**src/hdl/dssc_regs.svh**
```systemverilog
// Register offsets, field positions, reset values and latencies
`ifndef DSSC_REGS_SVH
`define DSSC_REGS_SVH

// ------------------------------------------------------------
// Register offsets (8-bit local microprocessor address space)
// ------------------------------------------------------------
`define DSSC_ADDR_IRQ_CLR      8'h66
`define DSSC_ADDR_IRQ_EN       8'h67
`define DSSC_ADDR_WRAP_LO      8'h68
`define DSSC_ADDR_WRAP_HI      8'h69
`define DSSC_ADDR_TARGET_LO    8'h6A
`define DSSC_ADDR_TARGET_HI    8'h6B
`define DSSC_ADDR_WANTED_LO    8'h6C
`define DSSC_ADDR_WANTED_HI    8'h6D
`define DSSC_ADDR_FINAL_LO     8'h6E
`define DSSC_ADDR_FINAL_HI     8'h6F
`define DSSC_ADDR_VECTOR       8'h72
`define DSSC_ADDR_SEQ          8'h73
`define DSSC_ADDR_LOOP         8'h74

// ------------------------------------------------------------
// Field positions and masks
// ------------------------------------------------------------
`define DSSC_IRQ_MASK          8'hEF
`define DSSC_IRQ_HALTED_BIT    0
`define DSSC_IRQ_ROLLOVER_BIT  2
`define DSSC_SEQ_RUN_BIT       7
`define DSSC_SEC_HI_MASK       8'h03

// ------------------------------------------------------------
// Reset values and fixed codes
// ------------------------------------------------------------
`define DSSC_RST_BYTE          8'h00
`define DSSC_RST_SECTOR        10'h000
`define DSSC_RST_ADDR          5'h00
`define DSSC_STOP_ADDR         5'h1F

// ------------------------------------------------------------
// Start and stop latencies in byte clocks
// ------------------------------------------------------------
`define DSSC_START_LAT         3
`define DSSC_STOP_LAT          2

`endif

```
**src/hdl/dssc_pkg.sv**
```systemverilog
// Types shared by the disk sequencer sector control block
package dssc_pkg;

   // Sequencer run control states
   typedef enum logic [1:0] {
      DSSC_IDLE     = 2'b00,
      DSSC_STARTING = 2'b01,
      DSSC_RUNNING  = 2'b10,
      DSSC_STOPPING = 2'b11
   } dssc_run_t;

   typedef logic [9:0] dssc_sector_t;
   typedef logic [4:0] dssc_addr_t;
   typedef logic [7:0] dssc_byte_t;

endpackage

```
**src/hdl/dssc_sec_if.sv**
```systemverilog
// Carrier between the register bank and the wanted-sector counter
`timescale 1ns/1ps
interface dssc_sec_if;
   import dssc_pkg::*;
   logic         inc;
   logic         ld_lo;
   logic         ld_hi;
   dssc_byte_t   wdata;
   dssc_sector_t wrap_point;
   dssc_sector_t wrap_target;
   dssc_sector_t value;
   logic         wrapped;

   modport ctrl (output inc, ld_lo, ld_hi, wdata, wrap_point, wrap_target,
                 input value, wrapped);
   modport cnt  (input inc, ld_lo, ld_hi, wdata, wrap_point, wrap_target,
                 output value, wrapped);
endinterface

```
**src/hdl/dssc_sector_counter.sv**
```systemverilog
// Wanted-sector counter with wrap to the wrap target
`timescale 1ns/1ps
`include "dssc_regs.svh"
module dssc_sector_counter (
   // Clock and reset
   input  wire logic sys_clk_i,
   input  wire logic rst_n_i,
   // Link to the register bank
   dssc_sec_if.cnt   sec
);
   import dssc_pkg::*;

   dssc_sector_t value_r;
   logic         wrapped_r;
   dssc_sector_t value_nxt;
   logic         at_wrap;

   // ---------------------------------------------------------
   // Next value selection
   // ---------------------------------------------------------
   assign at_wrap = (value_r == sec.wrap_point);
   always_comb begin
      value_nxt = value_r;
      if (sec.ld_lo) begin
         value_nxt = {value_r[9:8], sec.wdata};
      end else if (sec.ld_hi) begin
         value_nxt = {sec.wdata[1:0], value_r[7:0]};
      end else if (sec.inc && at_wrap) begin
         value_nxt = sec.wrap_target;
      end else if (sec.inc) begin
         value_nxt = value_r + 10'h001;
      end
   end

   // Counter and wrap event register
   always_ff @(posedge sys_clk_i) begin
      if (!rst_n_i) begin
         value_r   <= `DSSC_RST_SECTOR;
         wrapped_r <= 1'b0;
      end else begin
         value_r   <= value_nxt;
         wrapped_r <= sec.inc && at_wrap && !sec.ld_lo && !sec.ld_hi;
      end
   end

   assign sec.value   = value_r;
   assign sec.wrapped = wrapped_r;
endmodule

```
**src/hdl/dssc_sector_ctrl.sv**
```systemverilog
// Disk sequencer sector control register bank
// ------------------------------------------------------------
// How it works
// - Writing ones clears matching status bits
// - Interrupt needs bit enable and group enable
// - Disabling a bit never alters its status
// - Set and enabled status raises active flag
// - Increment at wrap point loads wrap target
// - Ten-bit wrap target, two high bits kept
// - Flag when present sector equals wanted sector
// - Increment decode advances the wanted sector
// - End-of-transfer branch jumps when final equals wanted
// - Final sector commits on high byte write
// - Split zero branches to five-bit vector
// - Run start after three clocks, status immediate
// - Run clear stops within two to three clocks
// - Stopped address read returns last executed address other than the stop address
// - Loop write loads preload, read returns counter
// - Loop branch jumps on zero, else decrements
// - Status bits stay set until cleared
// - Running to stopped sets halted status
// ------------------------------------------------------------
`timescale 1ns/1ps
`include "dssc_regs.svh"
module dssc_sector_ctrl (
   // Clock and reset
   input  wire logic                  sys_clk_i,
   input  wire logic                  rst_n_i,
   // Local microprocessor register port
   input  wire logic                  reg_wr_i,
   input  wire logic                  reg_rd_i,
   input  wire dssc_pkg::dssc_byte_t  reg_addr_i,
   input  wire dssc_pkg::dssc_byte_t  reg_wdata_i,
   output      dssc_pkg::dssc_byte_t  reg_rdata_o,
   // Interrupt group control and summary
   input  wire logic                  disk_group_irq_master_enable_i,
   output      logic                  disk_irq_active_o,
   output      logic                  disk_irq_o,
   // Status events from the disk logic (bits 0, 2 and 4 unused)
   input  wire dssc_pkg::dssc_byte_t  status_event_i,
   // Sequencer decodes and state
   input  wire logic                  inc_wanted_i,
   input  wire logic                  eot_branch_i,
   input  wire logic                  loop_branch_i,
   input  wire logic                  split_zero_i,
   input  wire logic                  seq_exec_i,
   input  wire dssc_pkg::dssc_addr_t  seq_exec_addr_i,
   input  wire logic                  seq_halt_i,
   input  wire dssc_pkg::dssc_sector_t present_sector_i,
   // Sequencer control outputs
   output      logic                  seq_run_o,
   output      logic                  seq_start_o,
   output      dssc_pkg::dssc_addr_t  seq_start_addr_o,
   output      logic                  eot_jump_o,
   output      logic                  loop_jump_o,
   output      logic                  vector_jump_o,
   output      dssc_pkg::dssc_addr_t  vector_addr_o,
   output      logic                  present_matches_wanted_o,
   output      logic                  final_reached_o
);
   import dssc_pkg::*;

   // ---------------------------------------------------------
   // Declarations
   // ---------------------------------------------------------
   dssc_sec_if sec ();

   dssc_byte_t   irq_status_r;
   dssc_byte_t   irq_enable_r;
   dssc_sector_t wrap_point_r;
   dssc_sector_t wrap_target_r;
   dssc_byte_t   final_lo_hold_r;
   dssc_sector_t final_sector_r;
   dssc_addr_t   vector_r;
   dssc_addr_t   start_addr_r;
   dssc_addr_t   last_addr_r;
   dssc_byte_t   loop_preload_r;
   dssc_byte_t   loop_count_r;
   dssc_run_t    run_state_r;
   dssc_run_t    run_state_nxt;
   logic [1:0]   lat_cnt_r;
   logic [1:0]   lat_cnt_nxt;
   dssc_byte_t   rdata_r;
   logic         irq_active_r;
   logic         irq_r;
   logic         seq_run_r;
   logic         seq_start_r;
   logic         eot_jump_r;
   logic         loop_jump_r;
   logic         vector_jump_r;
   logic         match_r;
   logic         final_eq_r;

   // ---------------------------------------------------------
   // Address decode
   // ---------------------------------------------------------
   wire wr_clr     = reg_wr_i && (reg_addr_i == `DSSC_ADDR_IRQ_CLR);
   wire wr_en      = reg_wr_i && (reg_addr_i == `DSSC_ADDR_IRQ_EN);
   wire wr_wrap_lo = reg_wr_i && (reg_addr_i == `DSSC_ADDR_WRAP_LO);
   wire wr_wrap_hi = reg_wr_i && (reg_addr_i == `DSSC_ADDR_WRAP_HI);
   wire wr_tgt_lo  = reg_wr_i && (reg_addr_i == `DSSC_ADDR_TARGET_LO);
   wire wr_tgt_hi  = reg_wr_i && (reg_addr_i == `DSSC_ADDR_TARGET_HI);
   wire wr_want_lo = reg_wr_i && (reg_addr_i == `DSSC_ADDR_WANTED_LO);
   wire wr_want_hi = reg_wr_i && (reg_addr_i == `DSSC_ADDR_WANTED_HI);
   wire wr_fin_lo  = reg_wr_i && (reg_addr_i == `DSSC_ADDR_FINAL_LO);
   wire wr_fin_hi  = reg_wr_i && (reg_addr_i == `DSSC_ADDR_FINAL_HI);
   wire wr_vec     = reg_wr_i && (reg_addr_i == `DSSC_ADDR_VECTOR);
   wire wr_seq     = reg_wr_i && (reg_addr_i == `DSSC_ADDR_SEQ);
   wire wr_loop    = reg_wr_i && (reg_addr_i == `DSSC_ADDR_LOOP);

   // Run bit written as one or zero
   wire run_set    = wr_seq && reg_wdata_i[`DSSC_SEQ_RUN_BIT];
   wire run_clr    = wr_seq && !reg_wdata_i[`DSSC_SEQ_RUN_BIT];

   // ---------------------------------------------------------
   // Interrupt status, enables and summary
   // ---------------------------------------------------------
   wire seq_stopped_evt = (run_state_r == DSSC_RUNNING ||
                           run_state_r == DSSC_STOPPING) &&
                          (run_state_nxt == DSSC_IDLE);
   wire [7:0] set_vec = {status_event_i[7:5], 1'b0, status_event_i[3],
                         sec.wrapped, status_event_i[1],
                         seq_stopped_evt};
   wire [7:0] clr_vec = wr_clr ? (reg_wdata_i & `DSSC_IRQ_MASK)
                               : 8'h00;
   wire [7:0] status_nxt = ((irq_status_r & ~clr_vec) | set_vec) &
                           `DSSC_IRQ_MASK;
   wire [7:0] enable_nxt = wr_en ? (reg_wdata_i & `DSSC_IRQ_MASK)
                                 : irq_enable_r;
   wire       active_nxt = |(status_nxt & enable_nxt);

   // Status and enable registers, set wins over clear
   always_ff @(posedge sys_clk_i) begin
      if (!rst_n_i) begin
         irq_status_r <= `DSSC_RST_BYTE;
         irq_enable_r <= `DSSC_RST_BYTE;
      end else begin
         irq_status_r <= status_nxt;
         irq_enable_r <= enable_nxt;
      end
   end

   // Summary flag and gated interrupt
   always_ff @(posedge sys_clk_i) begin
      if (!rst_n_i) begin
         irq_active_r <= 1'b0;
         irq_r        <= 1'b0;
      end else begin
         irq_active_r <= active_nxt;
         irq_r <= active_nxt && disk_group_irq_master_enable_i;
      end
   end

   // ---------------------------------------------------------
   // Sector registers and wanted-sector counter
   // ---------------------------------------------------------
   always_ff @(posedge sys_clk_i) begin
      if (!rst_n_i) begin
         wrap_point_r    <= `DSSC_RST_SECTOR;
         wrap_target_r   <= `DSSC_RST_SECTOR;
         final_lo_hold_r <= `DSSC_RST_BYTE;
         final_sector_r  <= `DSSC_RST_SECTOR;
         vector_r        <= `DSSC_RST_ADDR;
      end else begin
         if (wr_wrap_lo) wrap_point_r[7:0] <= reg_wdata_i;
         if (wr_wrap_hi) wrap_point_r[9:8] <= reg_wdata_i[1:0];
         if (wr_tgt_lo) wrap_target_r[7:0] <= reg_wdata_i;
         if (wr_tgt_hi) wrap_target_r[9:8] <= reg_wdata_i[1:0];
         if (wr_fin_lo) final_lo_hold_r <= reg_wdata_i;
         if (wr_fin_hi) begin
            final_sector_r <= {reg_wdata_i[1:0], final_lo_hold_r};
         end
         if (wr_vec) vector_r <= reg_wdata_i[4:0];
      end
   end

   // Wanted-sector counter; low-byte writes assume the run bit is clear
   assign sec.inc         = inc_wanted_i;
   assign sec.ld_lo       = wr_want_lo;
   assign sec.ld_hi       = wr_want_hi;
   assign sec.wdata       = reg_wdata_i;
   assign sec.wrap_point  = wrap_point_r;
   assign sec.wrap_target = wrap_target_r;

   dssc_sector_counter u_sector_counter (
      .sys_clk_i (sys_clk_i),
      .rst_n_i   (rst_n_i),
      .sec       (sec.cnt)
   );

   // ---------------------------------------------------------
   // Branch decisions for the sequencer
   // ---------------------------------------------------------
   wire want_eq_present = (sec.value == present_sector_i);
   wire want_eq_final   = (sec.value == final_sector_r);
   wire loop_zero       = (loop_count_r == 8'h00);

   // Registered jump pulses and compare flags
   always_ff @(posedge sys_clk_i) begin
      if (!rst_n_i) begin
         eot_jump_r    <= 1'b0;
         loop_jump_r   <= 1'b0;
         vector_jump_r <= 1'b0;
         match_r       <= 1'b0;
         final_eq_r    <= 1'b0;
      end else begin
         eot_jump_r    <= eot_branch_i && want_eq_final;
         loop_jump_r   <= loop_branch_i && loop_zero;
         vector_jump_r <= split_zero_i;
         match_r       <= want_eq_present;
         final_eq_r    <= want_eq_final;
      end
   end

   // Loop counter with separate preload
   always_ff @(posedge sys_clk_i) begin
      if (!rst_n_i) begin
         loop_preload_r <= `DSSC_RST_BYTE;
         loop_count_r   <= `DSSC_RST_BYTE;
      end else begin
         if (wr_loop) begin
            loop_preload_r <= reg_wdata_i;
            loop_count_r   <= reg_wdata_i;
         end else if (loop_branch_i && loop_zero) begin
            loop_count_r <= loop_preload_r;
         end else if (loop_branch_i) begin
            loop_count_r <= loop_count_r - 8'h01;
         end
      end
   end

   // ---------------------------------------------------------
   // Run control: start and stop latencies
   // ---------------------------------------------------------
   wire lat_done_start = (lat_cnt_r == 2'(`DSSC_START_LAT - 1));
   wire lat_done_stop  = (lat_cnt_r == 2'(`DSSC_STOP_LAT - 1));

   always_comb begin
      run_state_nxt = run_state_r;
      lat_cnt_nxt   = 2'b00;
      case (run_state_r)
         DSSC_IDLE: begin
            if (run_set) begin
               run_state_nxt = DSSC_STARTING;
            end
         end
         DSSC_STARTING: begin
            if (run_clr) begin
               run_state_nxt = DSSC_IDLE;
            end else if (lat_done_start) begin
               run_state_nxt = DSSC_RUNNING;
            end else begin
               lat_cnt_nxt = lat_cnt_r + 2'b01;
            end
         end
         DSSC_RUNNING: begin
            if (run_clr) begin
               run_state_nxt = DSSC_STOPPING;
            end else if (seq_halt_i) begin
               run_state_nxt = DSSC_IDLE;
            end
         end
         DSSC_STOPPING: begin
            if (lat_done_stop || seq_halt_i) begin
               run_state_nxt = DSSC_IDLE;
            end else begin
               lat_cnt_nxt = lat_cnt_r + 2'b01;
            end
         end
         default: run_state_nxt = DSSC_IDLE;
      endcase
   end

   // Run state, start pulse and address tracking
   always_ff @(posedge sys_clk_i) begin
      if (!rst_n_i) begin
         run_state_r  <= DSSC_IDLE;
         lat_cnt_r    <= 2'b00;
         seq_run_r    <= 1'b0;
         seq_start_r  <= 1'b0;
         start_addr_r <= `DSSC_RST_ADDR;
         last_addr_r  <= `DSSC_RST_ADDR;
      end else begin
         run_state_r <= run_state_nxt;
         lat_cnt_r   <= lat_cnt_nxt;
         seq_run_r   <= (run_state_nxt == DSSC_RUNNING) ||
                        (run_state_nxt == DSSC_STOPPING);
         seq_start_r <= (run_state_r == DSSC_STARTING) &&
                        (run_state_nxt == DSSC_RUNNING);
         if (run_set && run_state_r == DSSC_IDLE) begin
            start_addr_r <= reg_wdata_i[4:0];
         end
         if (seq_exec_i && seq_exec_addr_i != `DSSC_STOP_ADDR) begin
            last_addr_r <= seq_exec_addr_i;
         end
      end
   end

   // ---------------------------------------------------------
   // Read data
   // ---------------------------------------------------------
   wire        run_status = (run_state_r != DSSC_IDLE);
   wire [4:0]  addr_view  = run_status ? start_addr_r : last_addr_r;
   wire [7:0]  rd_mux =
      (reg_addr_i == `DSSC_ADDR_IRQ_CLR)    ? irq_status_r :
      (reg_addr_i == `DSSC_ADDR_IRQ_EN)     ? irq_enable_r :
      (reg_addr_i == `DSSC_ADDR_WRAP_LO)    ? wrap_point_r[7:0] :
      (reg_addr_i == `DSSC_ADDR_WRAP_HI)    ? {6'h00, wrap_point_r[9:8]} :
      (reg_addr_i == `DSSC_ADDR_TARGET_LO)  ? wrap_target_r[7:0] :
      (reg_addr_i == `DSSC_ADDR_TARGET_HI)  ? {6'h00, wrap_target_r[9:8]} :
      (reg_addr_i == `DSSC_ADDR_WANTED_LO)  ? sec.value[7:0] :
      (reg_addr_i == `DSSC_ADDR_WANTED_HI)  ? {6'h00, sec.value[9:8]} :
      (reg_addr_i == `DSSC_ADDR_FINAL_LO)   ? final_sector_r[7:0] :
      (reg_addr_i == `DSSC_ADDR_FINAL_HI)   ? {6'h00, final_sector_r[9:8]} :
      (reg_addr_i == `DSSC_ADDR_VECTOR)     ? {3'h0, vector_r} :
      (reg_addr_i == `DSSC_ADDR_SEQ)        ? {run_status, 2'h0, addr_view} :
      (reg_addr_i == `DSSC_ADDR_LOOP)       ? loop_count_r :
      8'h00;

   // Read data register
   always_ff @(posedge sys_clk_i) begin
      if (!rst_n_i) begin
         rdata_r <= `DSSC_RST_BYTE;
      end else if (reg_rd_i) begin
         rdata_r <= rd_mux;
      end
   end

   // ---------------------------------------------------------
   // Outputs
   // ---------------------------------------------------------
   assign reg_rdata_o              = rdata_r;
   assign disk_irq_active_o        = irq_active_r;
   assign disk_irq_o               = irq_r;
   assign seq_run_o                = seq_run_r;
   assign seq_start_o              = seq_start_r;
   assign seq_start_addr_o         = start_addr_r;
   assign eot_jump_o               = eot_jump_r;
   assign loop_jump_o              = loop_jump_r;
   assign vector_jump_o            = vector_jump_r;
   assign vector_addr_o            = vector_r;
   assign present_matches_wanted_o = match_r;
   assign final_reached_o          = final_eq_r;
endmodule

```
**config.mk**
```make
export PLATFORM = sky130hd
export DESIGN_NAME = dssc_sector_ctrl
export DESIGN_NICKNAME = d
export VERILOG_FILES = /design/src/hdl/dssc_pkg.sv /design/src/hdl/dssc_sec_if.sv /design/src/hdl/dssc_sector_counter.sv /design/src/hdl/dssc_sector_ctrl.sv
export VERILOG_INCLUDE_DIRS = /design/src /design/src/hdl
export SDC_FILE = /design/constraint.sdc
export NUM_CORES = 1
export LEC_CHECK = 0
export BUFFER_PORTS_ARGS = -buffer_cell sky130_fd_sc_hd__buf_2
export CAP_MARGIN = 20
export CORE_UTILIZATION = 50
export DETAILED_ROUTE_END_ITERATION = 12
export PLACE_DENSITY = 0.7
export SYNTH_ARGS = -nofsm -noshare
export SYNTH_HDL_FRONTEND = slang
export SYNTH_SLANG_ARGS = --single-unit
export TNS_END_PERCENT = 1
```
**constraint.sdc**
```tcl
create_clock -name sys_clk_i -period 4.4 [get_ports sys_clk_i]
set_input_delay 0.44 -clock sys_clk_i [delete_from_list [all_inputs] [get_ports sys_clk_i]]
set_output_delay 0.44 -clock sys_clk_i [all_outputs]
set_load 0.05 [all_outputs]
```
==> results <==
- The run finished with clean final reports.
- The number of vias per cell is 6.23.
- Power spread over the standard cell area amounts to 387 nW/um^2.
- The clock network burns 44.4% of the power.
- Detailed routing inserted a total of 5893 vias.
- The tool flagged a number of max-cap violations equal to 0.
- The total negative slack for setup checks is 0 ns.
- Global routing used 37.1% of the available met1 tracks.
- Summing all placed instances gives a cell area of 6430 um^2.
- The first global-routing pass estimated 29400 um of wire.
- TritonCTS built the clock tree.
- In this run, synthesis produced a sequential element count of 115.
- Summed over all cells, the static leakage comes to 2.62 nW.
- The layout filler cell count is 1060.
- The count of buffers from port buffering is 73.
- The worst hold path begins at eot_branch_i.
- Once the floorplan was initialized, standard cells occupied 52.3% of the core.
- The number of cells on the worst reg-to-reg path is 8.
- The number of cells traversed by the worst hold path is 2.
- The number of global-route vias before repair came to 5754.
- The maximum level of the CTS H-tree is 4.
- The most critical setup path has its startpoint at reg_addr_i[0].
- In this run the cell area of the synthesized design comes to 6100 um^2.
- The remaining routing DRC violations is 0.
- The die extent in x is 112 um.
- The total net switching power is 0.733 mW.
- Leaving out fill and tap cells, the most frequent cell in the layout is sky130_fd_sc_hd__dfxtp_1.
- For hold timing, the worst endpoint is eot_jump_o.
- 0 antenna diodes ended up in the layout.
- After floorplanning, the core was sized to cover 11700 um^2.
- The top-level port count is 77.
- The worst register-to-register path begins at loop_count_r[1].
- The clock net in this run drives a total of 115 sinks.
- The final non-filler cell area is 6930 um^2.
- The final critical-path share of the clock period is 63.4%.
- Once routing completed, OpenROAD measured the worst setup slack at 1.61 ns.
- For this run, the detailed router's first-pass iteration total came to 7.
- Summed over all nets, the half-perimeter wirelength after detailed placement is 12600 um.
- Routability-driven placement finished with a final weighted congestion of 0.915.
- Synthesis handed over a netlist of 759 instances.
- In the final routed layout, each cell accounts on average for 19.5 um.
- The total routed wirelength is 18400 um.
- Yosys attributes the largest share of cell area to sky130_fd_sc_hd__dfxtp_1 (38%), sky130_fd_sc_hd__mux2i_1 (8.5%), sky130_fd_sc_hd__nor2_1 (5.7%), sky130_fd_sc_hd__xnor2_1 (4.7%), sky130_fd_sc_hd__a21oi_1 (4.6%).
- Dividing the synthesized area by the synthesized cell count gives 8.04 um^2.
- The category of the worst setup path launch point is an input pin.
- For the pin with the worst max-slew slack, the measured transition is 0.912 ns.
- The number of buffers added by the clock tree synthesis step is 17.
- The clock network latency to the later pin of the worst-skew pair is 0.43 ns.
- Setup violations remaining at the end of the flow were counted as 0.
- Cell internal power was estimated by the tool at 1.95 mW.
- The peak supply drop is 0.286 mV.
- The number of nets with antenna violations after routing is 0.
- The required time of the critical path is 4.71 ns.
- Net switching is 27.3% of the power.
- The end of the worst register-to-register path is loop_count_r[0].
- The clock-pin transition on the worst setup and hold timing paths is 0.05 ns.
- The number of resized instances in the post-cts repair step is 0.
- The portion of synthesized cell area occupied by the leading cell type is 37.7%.
- The worst reg-to-reg setup slack is 2.03 ns.
- The worst setup path category is input pin to register.
- The share of flip-flops with an asynchronous set or reset after synthesis is 0%.
- For this run, the total global-route usage over all layers was measured as 30.4%.
- The post-synthesis cell type with the largest combined area is sky130_fd_sc_hd__dfxtp_1.
- The maximum clock frequency is 0.359 GHz.
- After global routing, the most crowded layer is met2.
- The met3 routing resource usage after global routing is 7.99%.
- The total overflow left after global routing is 0.
- The pin count of the biggest net entering global routing is 57.
- The clock period could shrink to 2.79 ns.
- The number of flops mapped to enable cells by yosys is 0.
- The row count is 39.
- Prior to clock tree synthesis, the placed netlist has a worst setup slack of 1.26 ns.
- The kind of end point of the critical path is a register.
- In this run, flip-flops and latches consume 42.6% of the power.
- In this run, the number of DRC markers left after iteration 0 of detailed routing was 485.
- Clock tree synthesis selected as its root buffer the cell sky130_fd_sc_hd__clkbuf_16.
- Setup repair after global routing left no endpoint under its margin.
- For this run, the leading register cell type out of synthesis is sky130_fd_sc_hd__dfxtp_1.
- The layout overhead on the synthesized area is 13.6%.
- Summing the sequential cell areas from Yosys gives 37.7% of the chip area.
- In this run, post-CTS hold repair placed 0 buffers.
- The biggest fanout along the worst timing path is 31.
- Of the total power, combinational logic draws 13.1%.
- The total count of hold-check failures in the final report was 0.
- The number of different library cells used by synthesis comes to 65.
- Cells with a size suffix above 1 make up 14.4% of the layout.
- The worst hold path class is input pin to register.
- The top cell types in the final layout, fill and taps aside, are sky130_fd_sc_hd__dfxtp_1 (115), sky130_fd_sc_hd__nor2_1 (92), sky130_fd_sc_hd__nand2_1 (73), sky130_fd_sc_hd__buf_2 (73), sky130_fd_sc_hd__a21oi_1 (56).
- The final worst hold slack is 0.213 ns.
- The number of nets in the synthesized netlist is 814.
- The final setup skew is 0.0121 ns.
- The met2 capacity usage during global routing is 48.9%.
- The headroom to the max-slew limit is 38.9%.
- The maximum root-to-sink buffer count is 2.
- The initial antenna violation count is 0.
- The die area is 12600 um^2.
- The number of max-slew violations in the final report came to 0.
- The die is 112 um tall.
- The setup fix buffers added after clock tree synthesis is 0.
- In the final design database the tool counted 847 nets.
- The number of synthesis warnings is 0.
- Data on the critical path arrives at its endpoint at 3.10 ns.
-- cell type report --
cell class	instances	area, um^2	area share (%)
Multi-Input combinational cell	568	3510	50.6
Sequential cell	115	2300	33.2
Clock buffer	24	472	6.81
Timing Repair Buffer	75	380	5.49
Tap cell	143	179	2.58
Inverter	15	56.3	0.812
Clock inverter	6	32.5	0.469
-- power groups by stage --
stage / clock, mW / sequential, mW / combinational [mW]
after floorplan: 0 / 1.15 / 0.257
after global placement: 0 / 1.16 / 0.335
after detailed placement: 0 / 1.16 / 0.343
after CTS: 1.20 / 1.14 / 0.345
after global routing: 1.25 / 1.14 / 0.386
final: 1.19 / 1.14 / 0.350
-- cell usage after synthesis, types with 7 or more instances --
library cell and instances:
sky130_fd_sc_hd__xnor2_1 33, sky130_fd_sc_hd__a21oi_1 56, sky130_fd_sc_hd__nor2_1 92, sky130_fd_sc_hd__o22ai_1 16, sky130_fd_sc_hd__and3_1 7, sky130_fd_sc_hd__nand4_1 10
sky130_fd_sc_hd__o21ai_0 41, sky130_fd_sc_hd__clkbuf_1 54, sky130_fd_sc_hd__nand3_1 29, sky130_fd_sc_hd__nand2_1 73, sky130_fd_sc_hd__mux2i_1 52, sky130_fd_sc_hd__inv_1 14
sky130_fd_sc_hd__a22oi_1 13, sky130_fd_sc_hd__nand2b_1 13, sky130_fd_sc_hd__o211ai_1 10, sky130_fd_sc_hd__dfxtp_1 115, sky130_fd_sc_hd__nor3_1 15, sky130_fd_sc_hd__a31oi_1 12
-- layer usage --
layer  vias to the layer above  routed length, um
met3                        69               1570
met5                         -                  0
met2                       285               8430
li1                       2779                  -
met4                         0                791
met1                      2760               7640
-- logic make-up after synthesis --
family	after synthesis	share of synthesized area, %
mux	57	9.45
buf+inv	76	4.76
simple gates	275	21.6
compound gates	193	20.0
flops	115	37.7
xor+xnor	38	5.46
fa+ha+maj	5	1.03
-- stage by stage --
step	util, %	cells	total power [mW]
finish	59.4	946	2.68
detailed placement	55.1	916	1.50
global route	59.4	946	2.78
global placement	55.1	916	1.49
floorplan	-	759	1.40
CTS	59.4	946	2.68
-- worst max path at each step --
stage,to,slack [ns],cells after the start
2_1_floorplan,disk_irq_o,2.08,7
3_3_place_gp,disk_irq_o,1.29,7
3_5_place_dp,disk_irq_o,1.26,7
4_1_cts,disk_irq_o,1.67,7
5_1_grt,disk_irq_o,1.48,7
6_report,disk_irq_o,1.61,7
-- critical path, cell delays in order --
cell and delay (ns):
sky130_fd_sc_hd__buf_2 0.46, sky130_fd_sc_hd__nand2_1 0.30, sky130_fd_sc_hd__nor3_2 0.70, sky130_fd_sc_hd__mux2i_1 0.34
sky130_fd_sc_hd__o22ai_1 0.11, sky130_fd_sc_hd__or4_1 0.54, sky130_fd_sc_hd__and3_1 0.20
-- registers in the layout, summed over array words and instances, names as in the netlist, 5 cells and up --
signal / cells
final_sector_r: 10
sec.wrap_point: 10
sec.wrap_target: 10
u_sector_counter.sec.value: 10
final_lo_hold_r: 8
loop_count_r: 8
loop_preload_r: 8
reg_rdata_o: 8
irq_enable_r: 7
irq_status_r: 7
last_addr_r: 5
seq_start_addr_o: 5
vector_addr_o: 5
No activity file was read; power rests on OpenSTA's default activity.
